$ cat src/hdl/sram_port_regs.svh
// Timing constants for the asynchronous SRAM port controller.
`ifndef SRAM_PORT_REGS_SVH
`define SRAM_PORT_REGS_SVH
`define CLK_PERIOD_NS 10
`define T_ACCESS_NS 55
`define T_ACCESS_CYC ((`T_ACCESS_NS + `CLK_PERIOD_NS - 1) / `CLK_PERIOD_NS)
`define T_WRITE_PULSE_NS 45
`define T_WRITE_PULSE_CYC \
	((`T_WRITE_PULSE_NS + `CLK_PERIOD_NS - 1) / `CLK_PERIOD_NS)
`define T_TURN_NS 15
`define T_TURN_CYC ((`T_TURN_NS + `CLK_PERIOD_NS - 1) / `CLK_PERIOD_NS)
`define T_CYCLE_NS 55
`define T_CYCLE_CYC ((`T_CYCLE_NS + `CLK_PERIOD_NS - 1) / `CLK_PERIOD_NS)
`define ADDR_W 13
`define DATA_W 8
`define CNT_W 4
`endif

$ cat src/hdl/sram_port_pkg.sv
// Types for the asynchronous SRAM port controller.
`include "sram_port_regs.svh"
package sram_port_pkg;
	typedef enum logic [2:0] {
		st_idle,
		st_read,
		st_wsetup,
		st_wpulse,
		st_wturn,
		st_recover
	} phase_type;

	typedef struct packed {
		phase_type phase;
		logic [`CNT_W-1:0] cnt;
		logic [`ADDR_W-1:0] addr;
		logic [`DATA_W-1:0] wdata;
		logic [`DATA_W-1:0] rdata;
		logic chip_sel_n;
		logic write_n;
		logic out_drv_n;
		logic data_oe;
		logic rvalid;
		logic busy_s1;
		logic busy_s2;
		logic [`DATA_W-1:0] din_s1;
		logic [`DATA_W-1:0] din_s2;
	} state_type;
endpackage : sram_port_pkg

$ cat src/hdl/async_sram_rw_port.sv
// Host-side controller driving an asynchronous nonvolatile SRAM port.
// What this block does
// - Reads keep write strobe and store/busy line high throughout.
// - Writes keep the store/busy line high throughout.
// - Address changes only while chip select or write strobe is high.
// - Chip select held long enough before write termination.
// - Address stable long enough before write end; hold may be zero.
`timescale 1ns/10ps
`default_nettype none
`include "sram_port_regs.svh"
module async_sram_rw_port (
	input wire logic mclk_i,
	input wire logic srst_i,
	input wire logic req_valid_i,
	input wire logic req_write_i,
	input wire logic [`ADDR_W-1:0] req_addr_i,
	input wire logic [`DATA_W-1:0] req_wdata_i,
	output logic req_ready_o,
	output logic [`DATA_W-1:0] rdata_o,
	output logic rvalid_o,
	output logic [`ADDR_W-1:0] word_index_in_o,
	output logic chip_sel_n_o,
	output logic write_n_o,
	output logic out_drv_n_o,
	input wire logic [`DATA_W-1:0] data_pins_i,
	output logic [`DATA_W-1:0] data_pins_o,
	output logic data_pins_oe_o,
	input wire logic hardware_store_busy_n_i,
	output logic hardware_store_busy_n_o,
	output logic hardware_store_busy_n_oe_o
);
	sram_port_pkg::state_type s;
	sram_port_pkg::state_type next_s;
	logic idle_ok;
	logic take_read;
	logic take_write;
	logic read_done;
	logic pulse_done;
	logic recover_done;

	// The controller never starts a store; the line is only watched.
	assign hardware_store_busy_n_o = 1'b1;
	assign hardware_store_busy_n_oe_o = 1'b0;

	// A low store/busy line blocks new accesses until it rises again.
	assign idle_ok = (s.phase == sram_port_pkg::st_idle) && s.busy_s2;
	assign req_ready_o = idle_ok;
	// A request is taken only in a cycle in which ready is high.
	assign take_read = req_valid_i && idle_ok && !req_write_i;
	assign take_write = req_valid_i && idle_ok && req_write_i;

	// Two extra cycles cover the pin synchroniser, so the byte taken has
	// stood on the pins for longer than the slowest access time.
	assign read_done = (s.cnt == `CNT_W'(`T_ACCESS_CYC + 2));
	// Whole periods rounded up keep select and address time above limit.
	assign pulse_done = (s.cnt == `CNT_W'(`T_WRITE_PULSE_CYC - 1));
	assign recover_done = (s.cnt >= `CNT_W'(`T_TURN_CYC));

	// Every pin and data output except the tied-off store/busy pair comes straight from a flip-flop.
	assign rdata_o = s.rdata;
	assign rvalid_o = s.rvalid;
	assign word_index_in_o = s.addr;
	assign chip_sel_n_o = s.chip_sel_n;
	assign write_n_o = s.write_n;
	assign out_drv_n_o = s.out_drv_n;
	assign data_pins_o = s.wdata;
	assign data_pins_oe_o = s.data_oe;

	// Each phase spells out all four pin controls, so a forgotten
	// branch cannot leave a strobe low or the data pins driven.
	always_comb begin
		next_s = s;
		// Both pin inputs pass two flip-flops before anything reads them.
		next_s.busy_s1 = hardware_store_busy_n_i;
		next_s.busy_s2 = s.busy_s1;
		next_s.din_s1 = data_pins_i;
		next_s.din_s2 = s.din_s1;
		next_s.rvalid = 1'b0;
		case (s.phase)
			sram_port_pkg::st_idle: begin
				// Nothing is selected; the address moves only here.
				next_s.chip_sel_n = 1'b1;
				next_s.write_n = 1'b1;
				next_s.out_drv_n = 1'b1;
				next_s.data_oe = 1'b0;
				next_s.cnt = '0;
				if (take_write) begin
					next_s.addr = req_addr_i;
					next_s.wdata = req_wdata_i;
					next_s.phase = sram_port_pkg::st_wsetup;
				end else if (take_read) begin
					next_s.addr = req_addr_i;
					next_s.chip_sel_n = 1'b0;
					next_s.out_drv_n = 1'b0;
					next_s.write_n = 1'b1;
					next_s.phase = sram_port_pkg::st_read;
				end else begin
					next_s.phase = sram_port_pkg::st_idle;
				end
			end

			sram_port_pkg::st_read: begin
				// The write strobe stays high for the whole read.
				next_s.chip_sel_n = 1'b0;
				next_s.write_n = 1'b1;
				next_s.out_drv_n = 1'b0;
				next_s.data_oe = 1'b0;
				next_s.cnt = s.cnt + 1'b1;
				if (read_done) begin
					// The byte comes from the second synchroniser stage.
					next_s.rdata = s.din_s2;
					next_s.rvalid = 1'b1;
					next_s.chip_sel_n = 1'b1;
					next_s.out_drv_n = 1'b1;
					next_s.cnt = '0;
					next_s.phase = sram_port_pkg::st_recover;
				end else begin
					next_s.phase = sram_port_pkg::st_read;
				end
			end

			sram_port_pkg::st_wsetup: begin
				// Output drive stays high through a write, so the part
				// never drives the pins while the controller does.
				next_s.out_drv_n = 1'b1;
				next_s.write_n = 1'b0;
				next_s.chip_sel_n = 1'b0;
				next_s.data_oe = 1'b1;
				next_s.cnt = '0;
				next_s.phase = sram_port_pkg::st_wpulse;
			end

			sram_port_pkg::st_wpulse: begin
				// Address and data stand still while both strobes are low.
				next_s.chip_sel_n = 1'b0;
				next_s.write_n = 1'b0;
				next_s.out_drv_n = 1'b1;
				next_s.data_oe = 1'b1;
				next_s.cnt = s.cnt + 1'b1;
				if (pulse_done) begin
					next_s.write_n = 1'b1;
					next_s.chip_sel_n = 1'b1;
					next_s.cnt = '0;
					next_s.phase = sram_port_pkg::st_wturn;
				end else begin
					next_s.phase = sram_port_pkg::st_wpulse;
				end
			end

			sram_port_pkg::st_wturn: begin
				// Data is held one period past the end of the write, then
				// released before the part may drive the pins again.
				next_s.chip_sel_n = 1'b1;
				next_s.write_n = 1'b1;
				next_s.out_drv_n = 1'b1;
				next_s.data_oe = 1'b0;
				next_s.phase = sram_port_pkg::st_recover;
			end

			sram_port_pkg::st_recover: begin
				// Idle periods here keep two accesses at least a cycle
				// time apart, whichever kind came first.
				next_s.chip_sel_n = 1'b1;
				next_s.write_n = 1'b1;
				next_s.out_drv_n = 1'b1;
				next_s.data_oe = 1'b0;
				next_s.cnt = s.cnt + 1'b1;
				if (recover_done) begin
					next_s.cnt = '0;
					next_s.phase = sram_port_pkg::st_idle;
				end else begin
					next_s.phase = sram_port_pkg::st_recover;
				end
			end

			default: begin
				// An unknown phase parks every strobe high and goes idle.
				next_s.chip_sel_n = 1'b1;
				next_s.write_n = 1'b1;
				next_s.out_drv_n = 1'b1;
				next_s.data_oe = 1'b0;
				next_s.cnt = '0;
				next_s.phase = sram_port_pkg::st_idle;
			end
		endcase
	end

	always_ff @(posedge mclk_i) begin
		if (srst_i) begin
			s.phase <= sram_port_pkg::st_idle;
			s.cnt <= '0;
			s.addr <= '0;
			s.wdata <= '0;
			s.rdata <= '0;
			// Strobes park high and the data pins are released.
			s.chip_sel_n <= 1'b1;
			s.write_n <= 1'b1;
			s.out_drv_n <= 1'b1;
			s.data_oe <= 1'b0;
			s.rvalid <= 1'b0;

			// Busy synchroniser flops reset high, so ready need not wait.
			s.busy_s1 <= 1'b1;
			s.busy_s2 <= 1'b1;
			s.din_s1 <= '0;
			s.din_s2 <= '0;
		end else begin
			s <= next_s;
		end
	end
endmodule : async_sram_rw_port
`default_nettype wire

$ cat config.mk
export PLATFORM = sky130hd
export DESIGN_NAME = async_sram_rw_port
export DESIGN_NICKNAME = d
export VERILOG_FILES = /design/src/hdl/sram_port_pkg.sv /design/src/hdl/async_sram_rw_port.sv
export VERILOG_INCLUDE_DIRS = /design/src /design/src/hdl
export SDC_FILE = /design/constraint.sdc
export NUM_CORES = 1
export LEC_CHECK = 0
export ABC_CLOCK_PERIOD_IN_PS = 4600
export BUFFER_PORTS_ARGS = -buffer_cell sky130_fd_sc_hd__buf_2
export CORE_MARGIN = 10
export CORE_UTILIZATION = 48
export CTS_BUF_LIST = sky130_fd_sc_hd__clkbuf_2 sky130_fd_sc_hd__clkbuf_4 sky130_fd_sc_hd__clkbuf_8
export DETAILED_ROUTE_END_ITERATION = 8
export GPL_TIMING_DRIVEN = 1
export HOLD_SLACK_MARGIN = 0.03
export PLACE_DENSITY = 0.82
export SLEW_MARGIN = 15
export SYNTH_ARGS = -nofsm -noshare
export SYNTH_HDL_FRONTEND = slang
export SYNTH_SLANG_ARGS = --single-unit
$ cat constraint.sdc
create_clock -name mclk_i -period 4.6 [get_ports mclk_i]
set_input_delay 0.23 -clock mclk_i [delete_from_list [all_inputs] [get_ports mclk_i]]
set_output_delay 0.23 -clock mclk_i [all_outputs]
set_load 0.01 [all_outputs]
==> summary.md, run 1 <==
| Metric | Value |
|---|---|
| Mapped Avg Cell Area | 8.954 µm² |
| Final HPWL DP | between 3000 and 4000 µm |
| Hold_buf cts | 0 |
| Met2 GRT Util | 0.1955 |
| Placed cell area | 2489 µm² |
| R2R cell count | 6 |
| Worst setup EP type | flip-flop |
| Maximum vdd drop | 217.0 µV |
| Buffers on Ports | 68 |
| Post-layout util | 0.5664 |
| First-pass GRT wire length | 7907 µm |
| Synth cell types | 36 |
| Clock network fraction of total power | 0.404 |
| Sw Pwr | roughly 0.25 mW |
| Setup TNS | 0 ps |
| Final nets | 333 |
| Final Hold Vio Count | 0 |
| DR vias/cell | ~4.7 |
| Max_cap viols | 0 |
| Comb power frac | 0.095 |
| Largest net degree at the start of global routing | between 50 and 60 |
| Drt total wl | roughly 4800 µm |
| First-pass detailed-route iteration total | 5 |
| CTS sink count | slightly below 60 |
| Status | complete, no violations |
| Static Leak | roughly 1.2 nW |
| Int Pwr | 0.8433 mW |
| Layout area overhead | 14.03% |
| Slew @ Worst Pin | slightly below 1000 ps |
| Met3 global-route usage | 0.06151 |
| Die Ht | between 80 and 90 µm |
| Hold depth | 2 |
| Rel. slew slack | 0.3545 |
| Final non-filler cell total | 367 |
| Syn nets | 299 |
| Worst path arrival time | 2200 ps |
| Fmax achieved | 0.4941 GHz |
| Root Buffer | clkbuf_8 |
| Post-synth EDFFs | 0 |
| Clk Latency, worst-skew pair | 330 ps |
| Max-slew violation count | 0 |
| Setup Viol. Count Final | 0 |
| Routed len/inst | 13.16 µm |
| Switching Fraction | 0.2315 |
| H-tree depth | 3 |
| DIE WIDTH | 89.91 µm |
| Seq cells post-synth | 59 |
| Clock transition at path regs | 60 ps |
| Async S/R FF share, synth | 0 |
| CP startpoint kind | flip-flop |
| Die area | between 8000 and 9000 µm² |
| Setup Buffers After CTS | 0 |
| PD cells | between 400 and 500 nW/µm² |
| Seq pwr share | 0.501 |
| Ys flop type | dfxtp_1 |
| RSZ-0062 raised after global routing | no |
| Crit path kind | flip-flop to flip-flop |
| Core Region | around 4700 µm² |
| DRT iter0 DRCs | around 120 |
| Routed vias | around 1700 |
| Rows | 25 |
| Starting Density | 0.4967 |
| Mapped Cells | 262 |
| Dpl cells | 352 |
| Final worst setup slack | ~2600 ps |
| Ant diodes | 0 |
| PostCTS Resize Cnt | 0 |
| Hold WC Path Type | input port to flip-flop |
| Initial antenna violation count | 0 |
| Met1 Resource Use GR | 0.1249 |
| Gr ovfl total | 0 |
| Max Buffers Root-to-Sink | 2 |
| Layout cells sized above 1 | 0.3000 |
| Mapped cell area | 2346 µm² |
| Placer Congestion | 0.7494 |
| Synthesis warning total | 0 |
| Clock skew | 9.357 ps |
| Sequential-to-total area share from yosys stat | 0.5035 |
| Post-route total power | 1.097 mW |
| Fin area | between 2000 and 3000 µm² |
| Place WS | 2595 ps |
| Vias in the first global route | 1682 |
| I/O pin cnt | between 70 and 80 |
| Antenna viol nets, final | 0 |
| Final period utilization | 0.4399 |
| Fin Hold WS | 78.37 ps |
| CP Max Fanout | 10 |
| CTS buffer count | 9 |
| Gr busiest metal | met2 |
| Residual DRC | 0 |
| Worst Path Required | between 4000 and 5000 ps |
| GRT Overall Usage | 0.1200 |
| Tmin final | 2024 ps |
| CTS tree | done |
-- cell usage in the layout (no fill, tap or decap), types with 2 or more instances in the layout --
| cell type | n |
|---|---|
| or2_2 | 2 |
| nand2b_1 | 3 |
| nand3_1 | 12 |
| a21oi_1 | 23 |
| conb_1 | 2 |
| clkinv_2 | 2 |
| nor3_1 | 2 |
| o21ai_1 | 2 |
| dfxtp_1 | 59 |
| nor2b_1 | 18 |
| nor2_1 | 13 |
| ha_1 | 3 |
| nand2_1 | 42 |
| o21ai_0 | 3 |
| mux2i_1 | 8 |
| buf_2 | 68 |
| clkbuf_4 | 3 |
| clkbuf_8 | 9 |
| inv_1 | 5 |
| nor4_1 | 2 |
-- worst paths after layout --
check | slack (ps) | endpoint | from
max | 2580 | rdata_o[6] | s[52]
min | 80 | next_s[16] | hardware_store_busy_n_i
max reg2reg | 2580 | rdata_o[6] | s[52]
min reg2reg | 420 | s[16] | next_s[16]
-- power by group through the flow --
stage	sequential, mW	clock (mW)	combinational [mW]
after floorplan	0.556	0	0.0843
after detailed placement	0.560	0	0.105
after global routing	0.553	0.482	0.117
final	0.550	0.444	0.104
after CTS	0.549	0.458	0.106
after global placement	0.559	0	0.103
-- cells by family (layout without fill, tap and decap cells) --
family / Yosys count / count (layout) / share of synthesized area
AND/OR/NAND/NOR: 103 / 103 / 0.2171
flip-flops: 59 / 59 / 0.5035
buffers and inverters: 50 / 88 / 0.1301
AO/OA/AOI/OAI: 37 / 37 / 0.09601
multiplexers: 8 / 8 / 0.03413
adder cells (fa/ha/maj): 3 / 3 / 0.01600
other: 2 / 2 / 0.003201
-- critical path: stages, from the launching register on --
cell	delay (ps)
dfxtp_1	340
inv_1	90
ha_1	230
nand4b_1	160
nor3_2	700
mux2i_1	290
nor2_1	60
-- synthesized netlist by cell type, types with 3 or more instances --
| library cell | number | area (µm²) |
|---|---|---|
| ha_1 | 3 | 37.54 |
| dfxtp_1 | 59 | 1181 |
| nor2_1 | 13 | 48.80 |
| buf_4 | 31 | 232.7 |
| inv_1 | 5 | 18.77 |
| nor2b_1 | 18 | 112.6 |
| nor3_1 | 3 | 15.01 |
| clkbuf_1 | 13 | 48.80 |
| nand2_1 | 42 | 157.7 |
| mux2i_1 | 8 | 80.08 |
| nand3_1 | 12 | 60.06 |
| a21oi_1 | 23 | 115.1 |
| nand2b_1 | 3 | 18.77 |
| o21ai_0 | 3 | 15.01 |
-- area by class of cell --
class	instances	area (µm²)
Inverter	5	18.77
Sequential cell	59	1181
Clock buffer	12	146.4
Timing Repair Buffer	68	340.3
Multi-Input combinational cell	153	864.6
Fill cell	411	2048
Clock inverter	3	40.04
Tap cell	67	83.83
-- registers in the layout, summed over array words and instances (netlist names) --
signal           cells
chip_sel_n_o         1
rdata_o              8
data_pins_oe_o       1
next_s               9
word_index_in_o     13
out_drv_n_o          1
write_n_o            1
rvalid_o             1
s                   16
data_pins_o          8
-- layer usage --
| metal | vias to the layer above | part of all wire |
|---|---|---|
| li1 | 898 | - |
| met1 | 769 | 0.42 |
| met2 | 51 | 0.47 |
| met3 | 9 | 0.084 |
| met4 | 0 | 0.018 |
| met5 | - | 0 |
Power figures use the tool's default switching activity.
==> run 2, diff against run 1 <==
--- a/config.mk
+++ b/config.mk
@@ -6,7 +6,7 @@
 export SDC_FILE = /design/constraint.sdc
 export NUM_CORES = 1
 export LEC_CHECK = 0
-export ABC_CLOCK_PERIOD_IN_PS = 4600
+export ABC_CLOCK_PERIOD_IN_PS = 1800
 export BUFFER_PORTS_ARGS = -buffer_cell sky130_fd_sc_hd__buf_2
 export CORE_MARGIN = 10
 export CORE_UTILIZATION = 48
@@ -14,7 +14,7 @@
 export DETAILED_ROUTE_END_ITERATION = 8
 export GPL_TIMING_DRIVEN = 1
 export HOLD_SLACK_MARGIN = 0.03
-export PLACE_DENSITY = 0.82
+export PLACE_DENSITY = 0.85
 export SLEW_MARGIN = 15
 export SYNTH_ARGS = -nofsm -noshare
 export SYNTH_HDL_FRONTEND = slang
==> constraint.sdc (replaced) <==
create_clock -name mclk_i -period 1.8 [get_ports mclk_i]
set_input_delay 0.09 -clock mclk_i [delete_from_list [all_inputs] [get_ports mclk_i]]
set_output_delay 0.09 -clock mclk_i [all_outputs]
set_load 0.01 [all_outputs]
==> summary.md, run 2 (synthesis results as in run 1) <==
| Metric | Value |
|---|---|
| Tmin final | 1728 ps (-295.5 ps) |
| PD cells | 1004 nW/µm² (+140%) |
| CTS buffer count | 9 (unchanged) |
| Met3 global-route usage | 0.04738 (-0.01413) |
| DRT iter0 DRCs | 126 (+1.6%) |
| DIE WIDTH | 89.91 µm (unchanged) |
| CTS sink count | 59 (unchanged) |
| Placed cell area | 2569 µm² (+3.2%) |
| Residual DRC | 0 (unchanged) |
| CP startpoint kind | flip-flop |
| First-pass detailed-route iteration total | 4 (-1) |
| Maximum vdd drop | 531.1 µV (+140%) |
| Starting Density | 0.4967 (unchanged) |
| Most frequent cells in the layout | buf_2, dfxtp_1, nand2_1 |
| Seq pwr share | 0.450 (-0.051) |
| Comb power frac | 0.113 (+0.018) |
| Worst path arrival time | 1970 ps (-230 ps) |
| Die area | 8084 µm² (unchanged) |
| Root Buffer | clkbuf_8 |
| I/O pin cnt | 71 (unchanged) |
| H-tree depth | 3 (unchanged) |
| Max Buffers Root-to-Sink | 2 (unchanged) |
| Clock network fraction of total power | 0.436 (+0.032) |
| First-pass GRT wire length | 9453 µm (+20%) |
| Area of the multi-input gates | 869.6 µm² (+0.58%) |
| Max reg flops | 16 (unchanged) |
| Max-slew violation count | 0 (unchanged) |
| CP Max Fanout | 4 (-6) |
| Fillers | 361 (-12%) |
| Crit path from | s[53] |
| Static Leak | 1.346 nW (+16%) |
| Layout cells sized above 1 | 0.3097 (+0.009735) |
| Most common cell after layout, fill and taps aside | buf_2 |
| CTS tree | done |
| Status | complete, no violations |
| Ant diodes | 0 (unchanged) |
| Area occupied by registers | 1185 µm² (+0.32%) |
| Setup Viol. Count Final | 0 (unchanged) |
| Largest Register | s |
| Met1 Resource Use GR | 0.1517 (+0.02680) |
| Drt total wl | 5670 µm (+17%) |
| Die Ht | 89.91 µm (unchanged) |
| Core Region | 4723 µm² (unchanged) |
| Antenna viol nets, final | 0 (unchanged) |
| Rows | 25 (unchanged) |
| Largest net degree at the start of global routing | 28 (-53%) |
| Hold WC Path Type | input port to flip-flop |
| DR vias/cell | 4.761 (+1.2%) |
| Min-delay src | srst_i |
| GRT Overall Usage | 0.1407 (+0.02062) |
| Max_cap viols | 0 (unchanged) |
| Int Pwr | 2.413 mW (+190%) |
| Worst setup EP type | flip-flop |
| Fmax achieved | 0.5786 GHz (+17%) |
| Reg-to-Reg Start | s[53] |
| Final period utilization | 0.9601 (+0.5202) |
| Gr ovfl total | 0 (unchanged) |
| Final worst setup slack | 71.73 ps (-2505 ps) |
| Routed len/inst | 13.97 µm (+6.1%) |
| Crit path kind | flip-flop to flip-flop |
| Gr busiest metal | met2 |
| Place WS | 50.64 ps (-2544 ps) |
| Met2 GRT Util | 0.2439 (+0.04843) |
| Initial antenna violation count | 0 (unchanged) |
| RSZ-0062 raised after global routing | yes |
| Final Hold Vio Count | 0 (unchanged) |
| Final nets | 371 (+11%) |
| Clock skew | 11.83 ps (+2.468 ps) |
| Layout area overhead | 32.11% |
| Buffers on Ports | 68 (unchanged) |
| Worst Path Required | 2040 ps (-2740 ps) |
| Fin area | 3099 µm² (+16%) |
| Placer Congestion | 0.7994 (+6.7%) |
| Sw Pwr | 0.6998 mW (+180%) |
| Clk Latency, worst-skew pair | 330 ps (about the same) |
| Switching Fraction | 0.2248 (-0.006684) |
| Final HPWL DP | 3634 µm (+6.5%) |
| Post-route total power | 3.113 mW (+180%) |
| Routed vias | 1933 (+12%) |
| Vias in the first global route | 1983 (+18%) |
| Clock transition at path regs | 60 ps (about the same) |
==> run 2: changes by cell type in the layout (fill, tap and decap cells not counted), sizes merged <==
cell	before	now
dlygate4sd3	0	29
buf	68	77
bufinv	1	2
clkinv	2	1
clkinvlp	0	1
==> run 2: cell type report <==
cell class,count,share of cell area
tap,67,0.02705
sequential,59,0.3823
timing repair buffer,106,0.2293
multi-input combinational,153,0.2806
clock buffer,12,0.05127
inverter,5,0.006056
clock inverter,4,0.02342
==> run 2: through the flow <==
stage,hold slack [ps],util,std cells,TNS (ps)
3_3_place_gp,282.3,0.5438,361,0
4_1_cts,33.15,0.6543,406,0
6_report,57.77,0.6562,406,0
3_5_place_dp,285.2,0.5438,361,0
5_1_grt,61.57,0.6562,406,-10.95
2_1_floorplan,193.8,-,262,0
==> run 2: critical path, cell delays in order (launching register included) <==
cell and delay [ps]:
dfxtp_2 330, or4_4 520, or3b_1 350, o32a_1 230, o32ai_2 200
==> run 2: power by group through the flow <==
stage | logic [mW] | clock network [mW] | registers [mW]
after floorplan | 0.215 | 0 | 1.42
after global placement | 0.290 | 0 | 1.42
after detailed placement | 0.297 | 0 | 1.43
after CTS | 0.348 | 1.38 | 1.40
after global routing | 0.392 | 1.44 | 1.41
final | 0.353 | 1.36 | 1.40
==> run 2: metal layers <==
layer	wire length, µm	share of wire
met1	2508	0.44
met2	2789	0.49
met3	277	0.049
met4	95	0.017
met5	0	0
==> run 2: final timing paths <==
check             slack (ps)         end  cells past startpoint
hold / removal            60  rdata_o[0]                      2
setup reg to reg          70       s[55]                      4
setup / recovery          70       s[55]                      4
hold reg to reg          410       s[16]                      1
==> run 2: timing repair <==
action                                  in CTS  in global routing
endpoints found under the setup margin       0                  7
setup buffers                                0                  0
hold endpoints to repair                    29                  0
hold buffers                                29                  0
gates resized for setup                      0                  5
